==> src/pwm_timing_pkg.sv <==
// Shared constants for the three-phase center-based PWM timing unit.
package pwm_timing_pkg;

	// Register and field layout of the loose control and status words.
	localparam int MODE_W = 16;
	localparam int STATUS_W = 16;
	localparam int MODE_DOUBLE_BIT = 6;
	localparam int STATUS_HALF_BIT = 3;

	// Documented widths of the timing values.
	localparam int CNT_W_DEF = 16;
	localparam int DT_W_DEF = 10;
	localparam int SW_W_DEF = 8;

	// Reset value of the sync pulse width setting.
	localparam logic [7:0] SYNC_WIDTH_RST = 8'h27;

	// Number of phases served by the timing unit.
	localparam int PHASES = 3;

	// Run state of the timing unit.
	typedef enum logic [1:0] {
		ST_IDLE,
		ST_WAIT,
		ST_RUN
	} run_state_t;

endpackage

==> src/three_phase_center_pwm_timing.sv <==
// Three-phase center-based PWM timing unit with dead time and narrow pulse deletion.
// Contract
// - Duty A drives pair A, duty B pair B, duty C pair C.
// - Duty is a clock count giving high-side on-time per half period.
// - Pulses are center-aligned and symmetric within the sync period in single mode.
// - Every edge moves by dead time clocks, equally on both sides.
// - Single mode: high 2(duty-dead), low 2(half-duty-dead) clocks per period.
// - On-times are clamped between zero and the half period.
// - Status bit 3 is clear in the first half, set in the second.
// - Double mode lets period, dead time and duty differ per half.
// - Double mode on-times are the sums of each half's adjusted on-time.
// - Double mode period is first half count plus second half count.
// - Phases B and C follow exactly the phase A timing.
// - No output until half period and all duties written; then timer starts.
// - Single mode: first sync 1.5 half periods after first half period write.
// - Double mode: first sync one half period after first half period write.
// - Single mode: one duty serves both halves, step is two clocks.
// - Double mode: per-half duties give one clock steps.
// - Minimum on-time per half is the minimum pulse count in clocks.
// - A too-short output is off for the half, its complement fully on.
// - Mode bit 6 selects double update; it is clear after reset (here the bit is read live from the input, and reset does not clear it).
// - Each sync rising edge latches all timing and duty values.
// - Double mode adds a mid-period sync that also latches new values.
// - The sync pulse stays high for sync width plus one clocks.
`timescale 1ns/10ps

module three_phase_center_pwm_timing #(
	parameter int CNT_W = pwm_timing_pkg::CNT_W_DEF,
	parameter int DT_W = pwm_timing_pkg::DT_W_DEF,
	parameter int SW_W = pwm_timing_pkg::SW_W_DEF
) (
	input wire logic clk,
	input wire logic rst_n,
	input wire logic half_period_wr,
	input wire logic [CNT_W-1:0] half_period_count,
	input wire logic dead_time_wr,
	input wire logic [DT_W-1:0] dead_time_count,
	input wire logic min_pulse_wr,
	input wire logic [CNT_W-1:0] min_pulse_count,
	input wire logic sync_width_wr,
	input wire logic [SW_W-1:0] sync_width_count,
	input wire logic duty_a_wr,
	input wire logic [CNT_W-1:0] duty_phase_a,
	input wire logic duty_b_wr,
	input wire logic [CNT_W-1:0] duty_phase_b,
	input wire logic duty_c_wr,
	input wire logic [CNT_W-1:0] duty_phase_c,
	input wire logic [pwm_timing_pkg::MODE_W-1:0] mode_control_reg,
	output logic [pwm_timing_pkg::STATUS_W-1:0] system_status_reg,
	output logic period_sync_pulse,
	output logic phase_a_high,
	output logic phase_a_low,
	output logic phase_b_high,
	output logic phase_b_low,
	output logic phase_c_high,
	output logic phase_c_low
);

	localparam int NP = pwm_timing_pkg::PHASES;
	localparam int SW = CNT_W + 2;

	// The dead time and sync width must fit inside the counter arithmetic.
	// The half-count arithmetic also needs at least two counter bits.
	if (DT_W > CNT_W || SW_W > CNT_W || CNT_W < 2) begin : g_bad_width
		$error("PWM timing widths are not supported");
	end

	// Shadow copies written by software and the active copies used by the timer.
	logic [CNT_W-1:0] t_sh_q, t_act_q, min_sh_q, min_act_q;
	logic [DT_W-1:0] dt_sh_q, dt_act_q;
	logic [SW_W-1:0] sw_sh_q, sw_act_q, sync_cnt_q;
	logic [CNT_W-1:0] duty_sh_q [NP];
	logic [CNT_W-1:0] duty_act_q [NP];
	logic [3:0] seen_q;
	logic [CNT_W:0] start_cnt_q;
	logic [CNT_W-1:0] cnt_q, cnt_d;
	logic half_q, half_d, sync_q;
	logic [NP-1:0] high_q, low_q, cmp_high, cmp_low, del_high, del_low;
	logic [CNT_W-1:0] sync_len_q;
	pwm_timing_pkg::run_state_t state_q;

	// Decode of mode, counter limits and boundary events.
	wire [CNT_W-1:0] duty_in [NP];
	wire [NP-1:0] duty_wr;
	wire dbl = mode_control_reg[pwm_timing_pkg::MODE_DOUBLE_BIT];
	wire all_seen = &{seen_q[3], seen_q[2], seen_q[1], seen_q[0]};
	wire run = state_q == pwm_timing_pkg::ST_RUN;
	wire [CNT_W-1:0] t_last = (t_act_q == '0) ? '0 : t_act_q - 1'b1;
	wire [CNT_W-1:0] t_sh_last = (t_sh_q == '0) ? '0 : t_sh_q - 1'b1;
	wire at_mid = run && !half_q && cnt_q == t_last;
	wire at_end = run && half_q && cnt_q == '0;
	// A late duty write holds the start, so the first sync can come later than planned.
	wire start_go = state_q == pwm_timing_pkg::ST_WAIT && start_cnt_q <= 1 && all_seen;
	wire fire = start_go || at_end || (at_mid && dbl);
	// First sync is 1.5 half periods out in single mode, one half period in double.
	wire [CNT_W:0] start_len = dbl ? {1'b0, half_period_count}
		: {1'b0, half_period_count} + {2'b00, half_period_count[CNT_W-1:1]};

	assign duty_in[0] = duty_phase_a;
	assign duty_in[1] = duty_phase_b;
	assign duty_in[2] = duty_phase_c;
	assign duty_wr = {duty_c_wr, duty_b_wr, duty_a_wr};

	// Counter steps up through the first half and down through the second.
	always_comb begin
		cnt_d = cnt_q;
		half_d = half_q;
		if (start_go) begin
			cnt_d = '0;
			half_d = 1'b0;
		end else if (at_mid) begin
			half_d = 1'b1;
			cnt_d = dbl ? t_sh_last : cnt_q;
		end else if (at_end) begin
			half_d = 1'b0;
		end else if (run) begin
			cnt_d = half_q ? cnt_q - 1'b1 : cnt_q + 1'b1;
		end
	end

	// Shadow registers take software writes at any time and remember what was written.
	always_ff @(posedge clk or negedge rst_n) begin
		if (!rst_n) begin
			t_sh_q <= '0;
			dt_sh_q <= '0;
			min_sh_q <= '0;
			sw_sh_q <= SW_W'(pwm_timing_pkg::SYNC_WIDTH_RST);
			seen_q <= '0;
		end else begin
			if (half_period_wr) t_sh_q <= half_period_count;
			if (dead_time_wr) dt_sh_q <= dead_time_count;
			if (min_pulse_wr) min_sh_q <= min_pulse_count;
			if (sync_width_wr) sw_sh_q <= sync_width_count;
			seen_q <= seen_q | {duty_wr, half_period_wr};
		end
	end

	// Per-phase duty shadows and active copies; active values change only on a sync edge.
	for (genvar p = 0; p < NP; p++) begin : g_duty
		always_ff @(posedge clk or negedge rst_n) begin
			if (!rst_n) begin
				duty_sh_q[p] <= '0;
				duty_act_q[p] <= '0;
			end else begin
				if (duty_wr[p]) duty_sh_q[p] <= duty_in[p];
				if (fire) duty_act_q[p] <= duty_sh_q[p];
			end
		end
	end

	// Configuration latched into the timer on each sync rising edge.
	always_ff @(posedge clk or negedge rst_n) begin
		if (!rst_n) begin
			t_act_q <= '0;
			dt_act_q <= '0;
			min_act_q <= '0;
			sw_act_q <= '0;
		end else if (fire) begin
			t_act_q <= t_sh_q;
			dt_act_q <= dt_sh_q;
			min_act_q <= min_sh_q;
			sw_act_q <= sw_sh_q;
		end
	end

	// Start sequence: the first half period write arms the countdown to the first sync.
	always_ff @(posedge clk or negedge rst_n) begin
		if (!rst_n) begin
			state_q <= pwm_timing_pkg::ST_IDLE;
			start_cnt_q <= '0;
		end else begin
			case (state_q)
				pwm_timing_pkg::ST_IDLE: begin
					if (half_period_wr) begin
						state_q <= pwm_timing_pkg::ST_WAIT;
						start_cnt_q <= start_len;
					end
				end
				pwm_timing_pkg::ST_WAIT: begin
					if (start_go) state_q <= pwm_timing_pkg::ST_RUN;
					else if (start_cnt_q > 1) start_cnt_q <= start_cnt_q - 1'b1;
				end
				pwm_timing_pkg::ST_RUN: state_q <= pwm_timing_pkg::ST_RUN;
				default: state_q <= pwm_timing_pkg::ST_IDLE;
			endcase
		end
	end

	// Counter, half flag and sync pulse; the pulse restarts if a half is shorter than it.
	always_ff @(posedge clk or negedge rst_n) begin
		if (!rst_n) begin
			cnt_q <= '0;
			half_q <= 1'b0;
			sync_q <= 1'b0;
			sync_cnt_q <= '0;
		end else begin
			cnt_q <= cnt_d;
			half_q <= half_d;
			if (fire) begin
				sync_q <= 1'b1;
				sync_cnt_q <= sw_sh_q;
			end else if (sync_cnt_q != '0) begin
				sync_cnt_q <= sync_cnt_q - 1'b1;
			end else begin
				sync_q <= 1'b0;
			end
		end
	end

	// Per-phase on-time arithmetic, clamping, deletion and edge comparators; same for all.
	for (genvar p = 0; p < NP; p++) begin : g_phase
		wire signed [SW-1:0] t_s = $signed({2'b00, t_act_q});
		wire signed [SW-1:0] d_s = $signed({2'b00, duty_act_q[p]});
		wire signed [SW-1:0] dt_s = $signed({{(SW-DT_W){1'b0}}, dt_act_q});
		// Dead time trims each pulse on both sides of its center equally.
		wire signed [SW-1:0] hon_raw = d_s - dt_s;
		wire signed [SW-1:0] lon_raw = t_s - d_s - dt_s;
		// A negative or oversized on-time would wrap the comparator, so clamp it.
		wire [CNT_W-1:0] hon_c = hon_raw < 0 ? '0 : hon_raw > t_s ? t_act_q
			: hon_raw[CNT_W-1:0];
		wire [CNT_W-1:0] lon_c = lon_raw < 0 ? '0 : lon_raw > t_s ? t_act_q
			: lon_raw[CNT_W-1:0];
		wire [CNT_W-1:0] hon_e;
		wire [CNT_W-1:0] lon_e;
		assign del_high[p] = hon_c < min_act_q;
		assign del_low[p] = !del_high[p] && lon_c < min_act_q;
		assign hon_e = del_high[p] ? '0 : del_low[p] ? t_act_q : hon_c;
		assign lon_e = del_high[p] ? t_act_q : del_low[p] ? '0 : lon_c;
		// In single mode both halves meet the same thresholds, so pulses mirror about the center.
		assign cmp_high[p] = {1'b0, cnt_q} >= {1'b0, t_act_q} - {1'b0, hon_e};
		assign cmp_low[p] = cnt_q < lon_e;
	end

	// Outputs are registered and held low until the timer runs.
	always_ff @(posedge clk or negedge rst_n) begin
		if (!rst_n) begin
			high_q <= '0;
			low_q <= '0;
			sync_len_q <= '0;
		end else begin
			high_q <= run ? cmp_high : '0;
			low_q <= run ? cmp_low : '0;
			// Width counter for the sync check only; it never steers a pin.
			sync_len_q <= sync_q ? sync_len_q + 1'b1 : '0;
		end
	end

	// Pins come straight from flops, so no decode glitch reaches a gate driver.
	assign phase_a_high = high_q[0];
	assign phase_a_low = low_q[0];
	assign phase_b_high = high_q[1];
	assign phase_b_low = low_q[1];
	assign phase_c_high = high_q[2];
	assign phase_c_low = low_q[2];
	assign period_sync_pulse = sync_q;
	// Only the half flag is reported; every other status bit reads as zero.
	assign system_status_reg = pwm_timing_pkg::STATUS_W'(half_q)
		<< pwm_timing_pkg::STATUS_HALF_BIT;
endmodule

==> config.mk <==
export PLATFORM = sky130hd
export DESIGN_NAME = three_phase_center_pwm_timing
export DESIGN_NICKNAME = d
export VERILOG_FILES = /design/src/pwm_timing_pkg.sv /design/src/three_phase_center_pwm_timing.sv
export SDC_FILE = /design/constraint.sdc
export NUM_CORES = 1
export LEC_CHECK = 0
export ABC_AREA = 1
export BUFFER_PORTS_ARGS = -buffer_cell sky130_fd_sc_hd__buf_4
export CAP_MARGIN = 10
export CORE_ASPECT_RATIO = 1.75
export CORE_MARGIN = 3
export CORE_UTILIZATION = 65
export CTS_BUF_LIST = sky130_fd_sc_hd__clkbuf_8
export DETAILED_ROUTE_END_ITERATION = 7
export GPL_ROUTABILITY_DRIVEN = 0
export HOLD_SLACK_MARGIN = 0.02
export PLACE_DENSITY = 0.84
export SLEW_MARGIN = 20
export SYNTH_ARGS = -nofsm -noshare
export SYNTH_HDL_FRONTEND = slang
export SYNTH_SLANG_ARGS = --single-unit
==> constraint.sdc <==
create_clock -name clk -period 11.8 [get_ports clk]
set_input_delay 1.18 -clock clk [delete_from_list [all_inputs] [get_ports clk]]
set_output_delay 1.18 -clock clk [all_outputs]
set_load 0.01 [all_outputs]
==> results of run 1 <==
area by class of cell:
cell class	count	share of cell area, %
Antenna cell	1	0.007924
Clock inverter	19	0.4794
Tap cell	572	2.266
Timing Repair Buffer	160	3.867
Sequential cell	243	19.27
Multi-Input combinational cell	3279	65.37
Inverter	550	6.561
Clock buffer	50	2.179
repair_timing:
item                       CTS  global route
hold endpoints to repair     0             0
setup buffers                0             0
gates resized for setup      0             1
setup endpoints to repair    0             1
synth_stat cells (6+ instances only):
cell type and count:
a211oi_1 43, a21o_1 12, a21oi_1 328, a22oi_1 9, a31oi_1 26, and2_1 8, buf_2 17, buf_4 21
buf_6 15, clkbuf_1 62, clkinv_1 7, dfrtp_1 239, fa_1 14, ha_1 478, inv_1 531, inv_2 10
mux2_2 77, nand2_1 1052, nand2_2 7, nand3_1 166, nand3_2 7, nand3b_1 7, nand4_1 59, nor2_1 265
nor3_1 49, nor4_1 12, o2111ai_1 6, o211ai_1 57, o21a_1 7, o21ai_0 228, o21ai_1 49, o21bai_1 26
o22ai_1 12, o32ai_1 7, or2_2 6, xnor2_1 67, xor2_1 124
through the flow:
step / total power, uW / area [sq um] / hold slack [ns]
after CTS: 1845 / 31570 / 0.4740
after floorplan: 983.3 / 29450 / 0.4392
after global routing: 1900 / 31580 / 0.4903
after detailed placement: 1058 / 30730 / 0.4585
final: 1836 / 31580 / 0.4804
after global placement: 1052 / 30730 / 0.4502
power groups by stage:
stage / clock [uW] / combinational, uW / sequential, uW
after floorplan: 0 / 86.8 / 897
after global placement: 0 / 149 / 903
after detailed placement: 0 / 153 / 905
after CTS: 801 / 154 / 890
after global routing: 835 / 171 / 894
final: 790 / 155 / 890
layer usage:
| layer | vias up | share of wire, % | GRT usage, % | wire length (microns) |
|---|---|---|---|---|
| li1 | 14210 | - | - | - |
| met1 | 13230 | 36 | 42.35 | 33590 |
| met2 | 1342 | 46 | 64.02 | 42880 |
| met3 | 507 | 7.8 | 5.876 | 7329 |
| met4 | 0 | 11 | 31.87 | 10000 |
| met5 | - | 0 | 0 | 0 |
cells by family after synthesis:
family,after synthesis,share of synthesized area [%]
flip-flops,243,20.70
XOR/XNOR,191,5.691
buffers and inverters,670,9.292
multiplexers,77,2.950
AND/OR/NAND/NOR,1661,23.63
AO/OA/AOI/OAI,843,16.42
other,1,0.01276
adder cells (fa/ha/maj),492,21.30
worst paths after layout:
kind / to / cells after the start / slack, ns
setup reg to reg: high_q[1]$_DFF_PN0_ / 57 / 0.99
max in group asynchronous: duty_sh_q[11]$_DFFE_PN0P_ / 2 / 9.82
hold reg to reg: seen_q[0]$_DFF_PN0_ / 1 / 0.48
hold / removal: seen_q[0]$_DFF_PN0_ / 1 / 0.48
setup / recovery: high_q[1]$_DFF_PN0_ / 57 / 0.99
min in group asynchronous: start_cnt_q[5]$_DFFE_PN0P_ / 1 / 0.57
worst max-delay path: cells and delay by family (launching register included):
family          cells  cell delay [ns]
simple gates       27             3.40
compound gates     16             3.12
fa+ha+maj           6             1.90
buf+inv             5             0.91
flops               1             0.83
xor+xnor            3             0.49
sequential cells by signal, indices dropped and copies added (netlist names), 4 cells and up:
register and cells:
duty_sh_q 48, sw_sh_q 8, t_act_q 16, seen_q 4, t_sh_q 16, cnt_q 16, duty_act_q 48, min_sh_q 16
min_act_q 16, sync_cnt_q 8, dt_act_q 10, dt_sh_q 10, start_cnt_q 17
==> run metrics, run 1 <==
Post-synth ARST share 100.0%; status finished clean; dominant cell type by area after synthesis dfrtp_1; Slew Limit Fails 0; share of post-route cells with drive strength above 1 8.231%; sequential area share after synthesis 20.70%; layout net count 4,888; Final Cycle Share 91.60%; Mean Syn Cell Area 7.036 sq um; yosys warns 0; register area 0.006086 sq mm; Worst-Skew Late Latency 0.62 ns; number of enable flip-flop cells after synthesis 0; most common cell after layout, fill and taps aside nand2_1; CTS root buf clkbuf_8; register bit count reported by yosys 243; Setup crit end kind flop; Critical Path Most Common Cell nand2_1; Core Area 0.04441 sq mm; initial antenna violation count 1; Sw Share 25.59%; hold_sp seen_q[0]$_DFF_PN0_; Seq pwr share 48.5%; setup ws final 0.9911 ns; Routed Antenna Nets 0; slowest stage cell on the critical path dfrtp_1; Syn Inst Count 4,178; via count 29,290; top cell type's share of synthesized area 20.35%; WP data arrival 11.27 ns; Layout fillers 3,766; reg-to-reg startpoint t_act_q[6]$_DFFE_PN0P_; Post-Route Setup TNS 0 ns; most frequent cells in the layout nand2_1, inv_1, ha_1, a21oi_1, nor2_1; CTS tree yes; top_reg_cell synth dfrtp_1; RSZ-0062 raised after global routing false; # DRC 0; die area 0.04791 sq mm; Clk pwr share 43.0%; crit path max fanout 21; placed cells 4,804; final wirelength 93,810 microns; P_int 1366 uW; post-synth cell types 66; Fmax 0.09252 GHz; Critical Path Start t_act_q[6]$_DFFE_PN0P_; Area contributors post-synth dfrtp_1, ha_1, nand2_1, inv_1, a21oi_1; post-DR wirelength/cell 19.25 microns; GR Overflow Total 0; DIE HEIGHT 287.3 microns; number of max-cap violations 0; pre-CTS setup slack 1.251 ns; cell area after synthesis 0.02939 sq mm; H-tree depth 2; Fin. Hold Viols 0; GR Util All Layers 38.13%; fin util 71.11%; critical path type reg2reg; slew margin rel. 32.09%; Critical Path RT 12.26 ns; Crit path largest cell delay 0.83 ns; clk_skew 0.05003 ns; hpwl dp 72,910 microns; Starting Density 66.18%; worst vdd ir 0.00009413 V; Lkg Pwr 0.01637 uW; drt initial violations 2,150; Worst-path clk slew 0.06 ns; synth-to-layout area growth 7.436%; worst hold path type reg2reg; Post-Layout Cell Count 4,874; area occupied by multi-input gates 0.02064 sq mm; pin count of the biggest net entering global routing 179; Buffers on Ports 115; CTS Sinks 243; 1st-pass router iterations 7; CTS Buf Count 39; vias in the first global route 28,270; wire length of the first global-routing pass 145,200 microns; setup violators final 0; Logic pwr share 8.5%; CTS Hold Buffers Added 0; # IOs 146; Chip Width 166.8 microns; final worst path period need 10.81 ns; Via density 6.010; clock tree buffer depth 3; critical path launch point type flop; PD cells 58.13 mW/mm^2; cell row count 102; slew of the pin with the lowest slew margin 0.9930 ns; NetSw 469.8 uW
Power figures use the tool's default switching activity.
==> inputs of run 2 (changes only) <==
Settings changed: REMOVE_ABC_BUFFERS set to 1.
==> run 2 against run 1 <==
The run now ends with design-rule violations left. Non-clock buffer count grew 10. Wire length grew 1.4%. Global-route usage grew 0.82 points. Combinational power is essentially flat. Critical path depth grew 2. Clock skew shrank 0.010 ns. Design area grew 0.26%. Core utilization grew 0.19 points. Flip-flop and latch count is the same. Die area is the same. Total power grew 0.74%. First-iteration DRC count grew 19%. Largest power group unchanged.
==> run metrics, run 2 (synthesis gave the netlist of run 1 again) <==
status finished with violations; failing checks design-rule violations; Fin. Hold Viols 0; register area 0.006086 sq mm; WP data arrival 11.21 ns; Worst-path clk slew 0.06 ns; CTS Sinks 243; worst hold path type reg2reg; Routed Antenna Nets 0; reg-to-reg startpoint t_act_q[7]$_DFFE_PN0P_; Chip Width 166.8 microns; slew margin rel. 31.88%; synth-to-layout area growth 7.717%; clock tree buffer depth 3; final wirelength 95,130 microns; hpwl dp 73,350 microns; R2R depth 59; drt initial violations 2,562; Critical Path RT 12.30 ns; via count 29,500; placed cells 4,814; layout net count 4,900; Worst-Skew Late Latency 0.62 ns; Layout fillers 3,780; cell row count 102; # DRC 1; Starting Density 66.18%; Slew Limit Fails 0; hold_sp seen_q[1]$_DFF_PN0_; initial antenna violation count 1; top flop regs duty_act_q: 48 flops, duty_sh_q: 48 flops, start_cnt_q: 17 flops; CTS Hold Buffers Added 0; CTS Buf Count 41; cts repair resizes 0; post-DR wirelength/cell 19.46 microns; Hold Path Stages 1; die area 0.04791 sq mm; Via density 6.036; Final Cycle Share 90.73%; # IOs 146; wire length of the first global-routing pass 148,200 microns; GR Overflow Total 0; r2r endpoint high_q[2]$_DFF_PN0_; PD cells 58.40 mW/mm^2; Post-CTS Setup Bufs 0; most frequent cells in the layout nand2_1, inv_1, ha_1, a21oi_1, nor2_1; Fmax 0.09341 GHz; share of post-route cells with drive strength above 1 8.488%; Lkg Pwr 0.01641 uW; CTS root buf clkbuf_8; 1st-pass router iterations 8; number of max-cap violations 0; worst vdd ir 0.0001094 V; r2r setup slk 1.09 ns; Setup crit end kind flop; DIE HEIGHT 287.3 microns; Core Area 0.04441 sq mm; Buffers on Ports 115; clk_skew 0.04006 ns; slowest stage cell on the critical path dfrtp_1; setup violators final 0; RSZ-0062 raised after global routing false; Worst Hold Path EP seen_q[1]$_DFF_PN0_; most common cell after layout, fill and taps aside nand2_1; vias in the first global route 28,440; slew of the pin with the lowest slew margin 1.013 ns; area occupied by multi-input gates 0.02065 sq mm; final worst path period need 10.71 ns; CTS tree yes; GR Util All Layers 38.95%; Critical Path Most Common Cell nand2_1; Crit path largest cell delay 0.79 ns; critical path type reg2reg; pin count of the biggest net entering global routing 112; H-tree depth 2; crit path max fanout 23; Post-Route Setup TNS 0 ns; critical path launch point type flop; Post-Layout Cell Count 4,888
-- run 2: per-layer routing --
layer / vias up / share of wire, % / GRT usage (%)
met2: 1316 / 45 / 64.11
li1: 14230 / - / -
met3: 526 / 8.1 / 6.825
met4: 0 / 11 / 33.68
met5: - / 0 / 0
met1: 13430 / 36 / 43.35
-- run 2: metrics by stage --
step / power, uW / setup WS [ns] / utilization, % / hold WS, ns / cell area (sq um)
after global routing: 1914 / 0.1558 / 71.28 / 0.4991 / 31660
final: 1849 / 1.094 / 71.29 / 0.4672 / 31660
after detailed placement: 1058 / 1.366 / 69.36 / 0.4545 / 30800
after floorplan: 973.6 / 2.422 / - / 0.4392 / 28780
after global placement: 1052 / 1.595 / 69.36 / 0.4546 / 30800
after CTS: 1856 / 1.310 / 71.26 / 0.4694 / 31650
-- run 2: area by class of cell --
type	instances	area share, %
clock inverter	19	0.4544
multi-input combinational	3279	65.22
tap	572	2.260
inverter	550	6.544
sequential	243	19.22
antenna	4	0.03161
clock buffer	51	2.217
timing repair buffer	170	4.054
-- run 2: how the worst max path moves through the flow --
stage,cells past startpoint,to,start
2_1_floorplan,57,high_q[1]$_DFF_PN0_,t_act_q[1]$_DFFE_PN0P_
3_3_place_gp,58,high_q[1]$_DFF_PN0_,t_act_q[5]$_DFFE_PN0P_
3_5_place_dp,62,high_q[0]$_DFF_PN0_,t_act_q[0]$_DFFE_PN0P_
4_1_cts,58,high_q[1]$_DFF_PN0_,t_act_q[5]$_DFFE_PN0P_
5_1_grt,59,high_q[1]$_DFF_PN0_,t_act_q[5]$_DFFE_PN0P_
6_report,59,high_q[2]$_DFF_PN0_,t_act_q[7]$_DFFE_PN0P_
-- run 2: power by group --
group	switching [uW]	internal (uW)	leakage (uW)
combinational	85.9	70.1	0.0129
sequential	23.4	867	0.00304
clock	369	433	0.000477
-- run 2: critical path, delay by kind of cell (launching register included) --
kind / cells / cell delay (ns)
xor+xnor: 2 / 0.30
simple gates: 27 / 3.10
compound gates: 17 / 2.93
flops: 1 / 0.79
buf+inv: 7 / 1.41
fa+ha+maj: 6 / 2.06
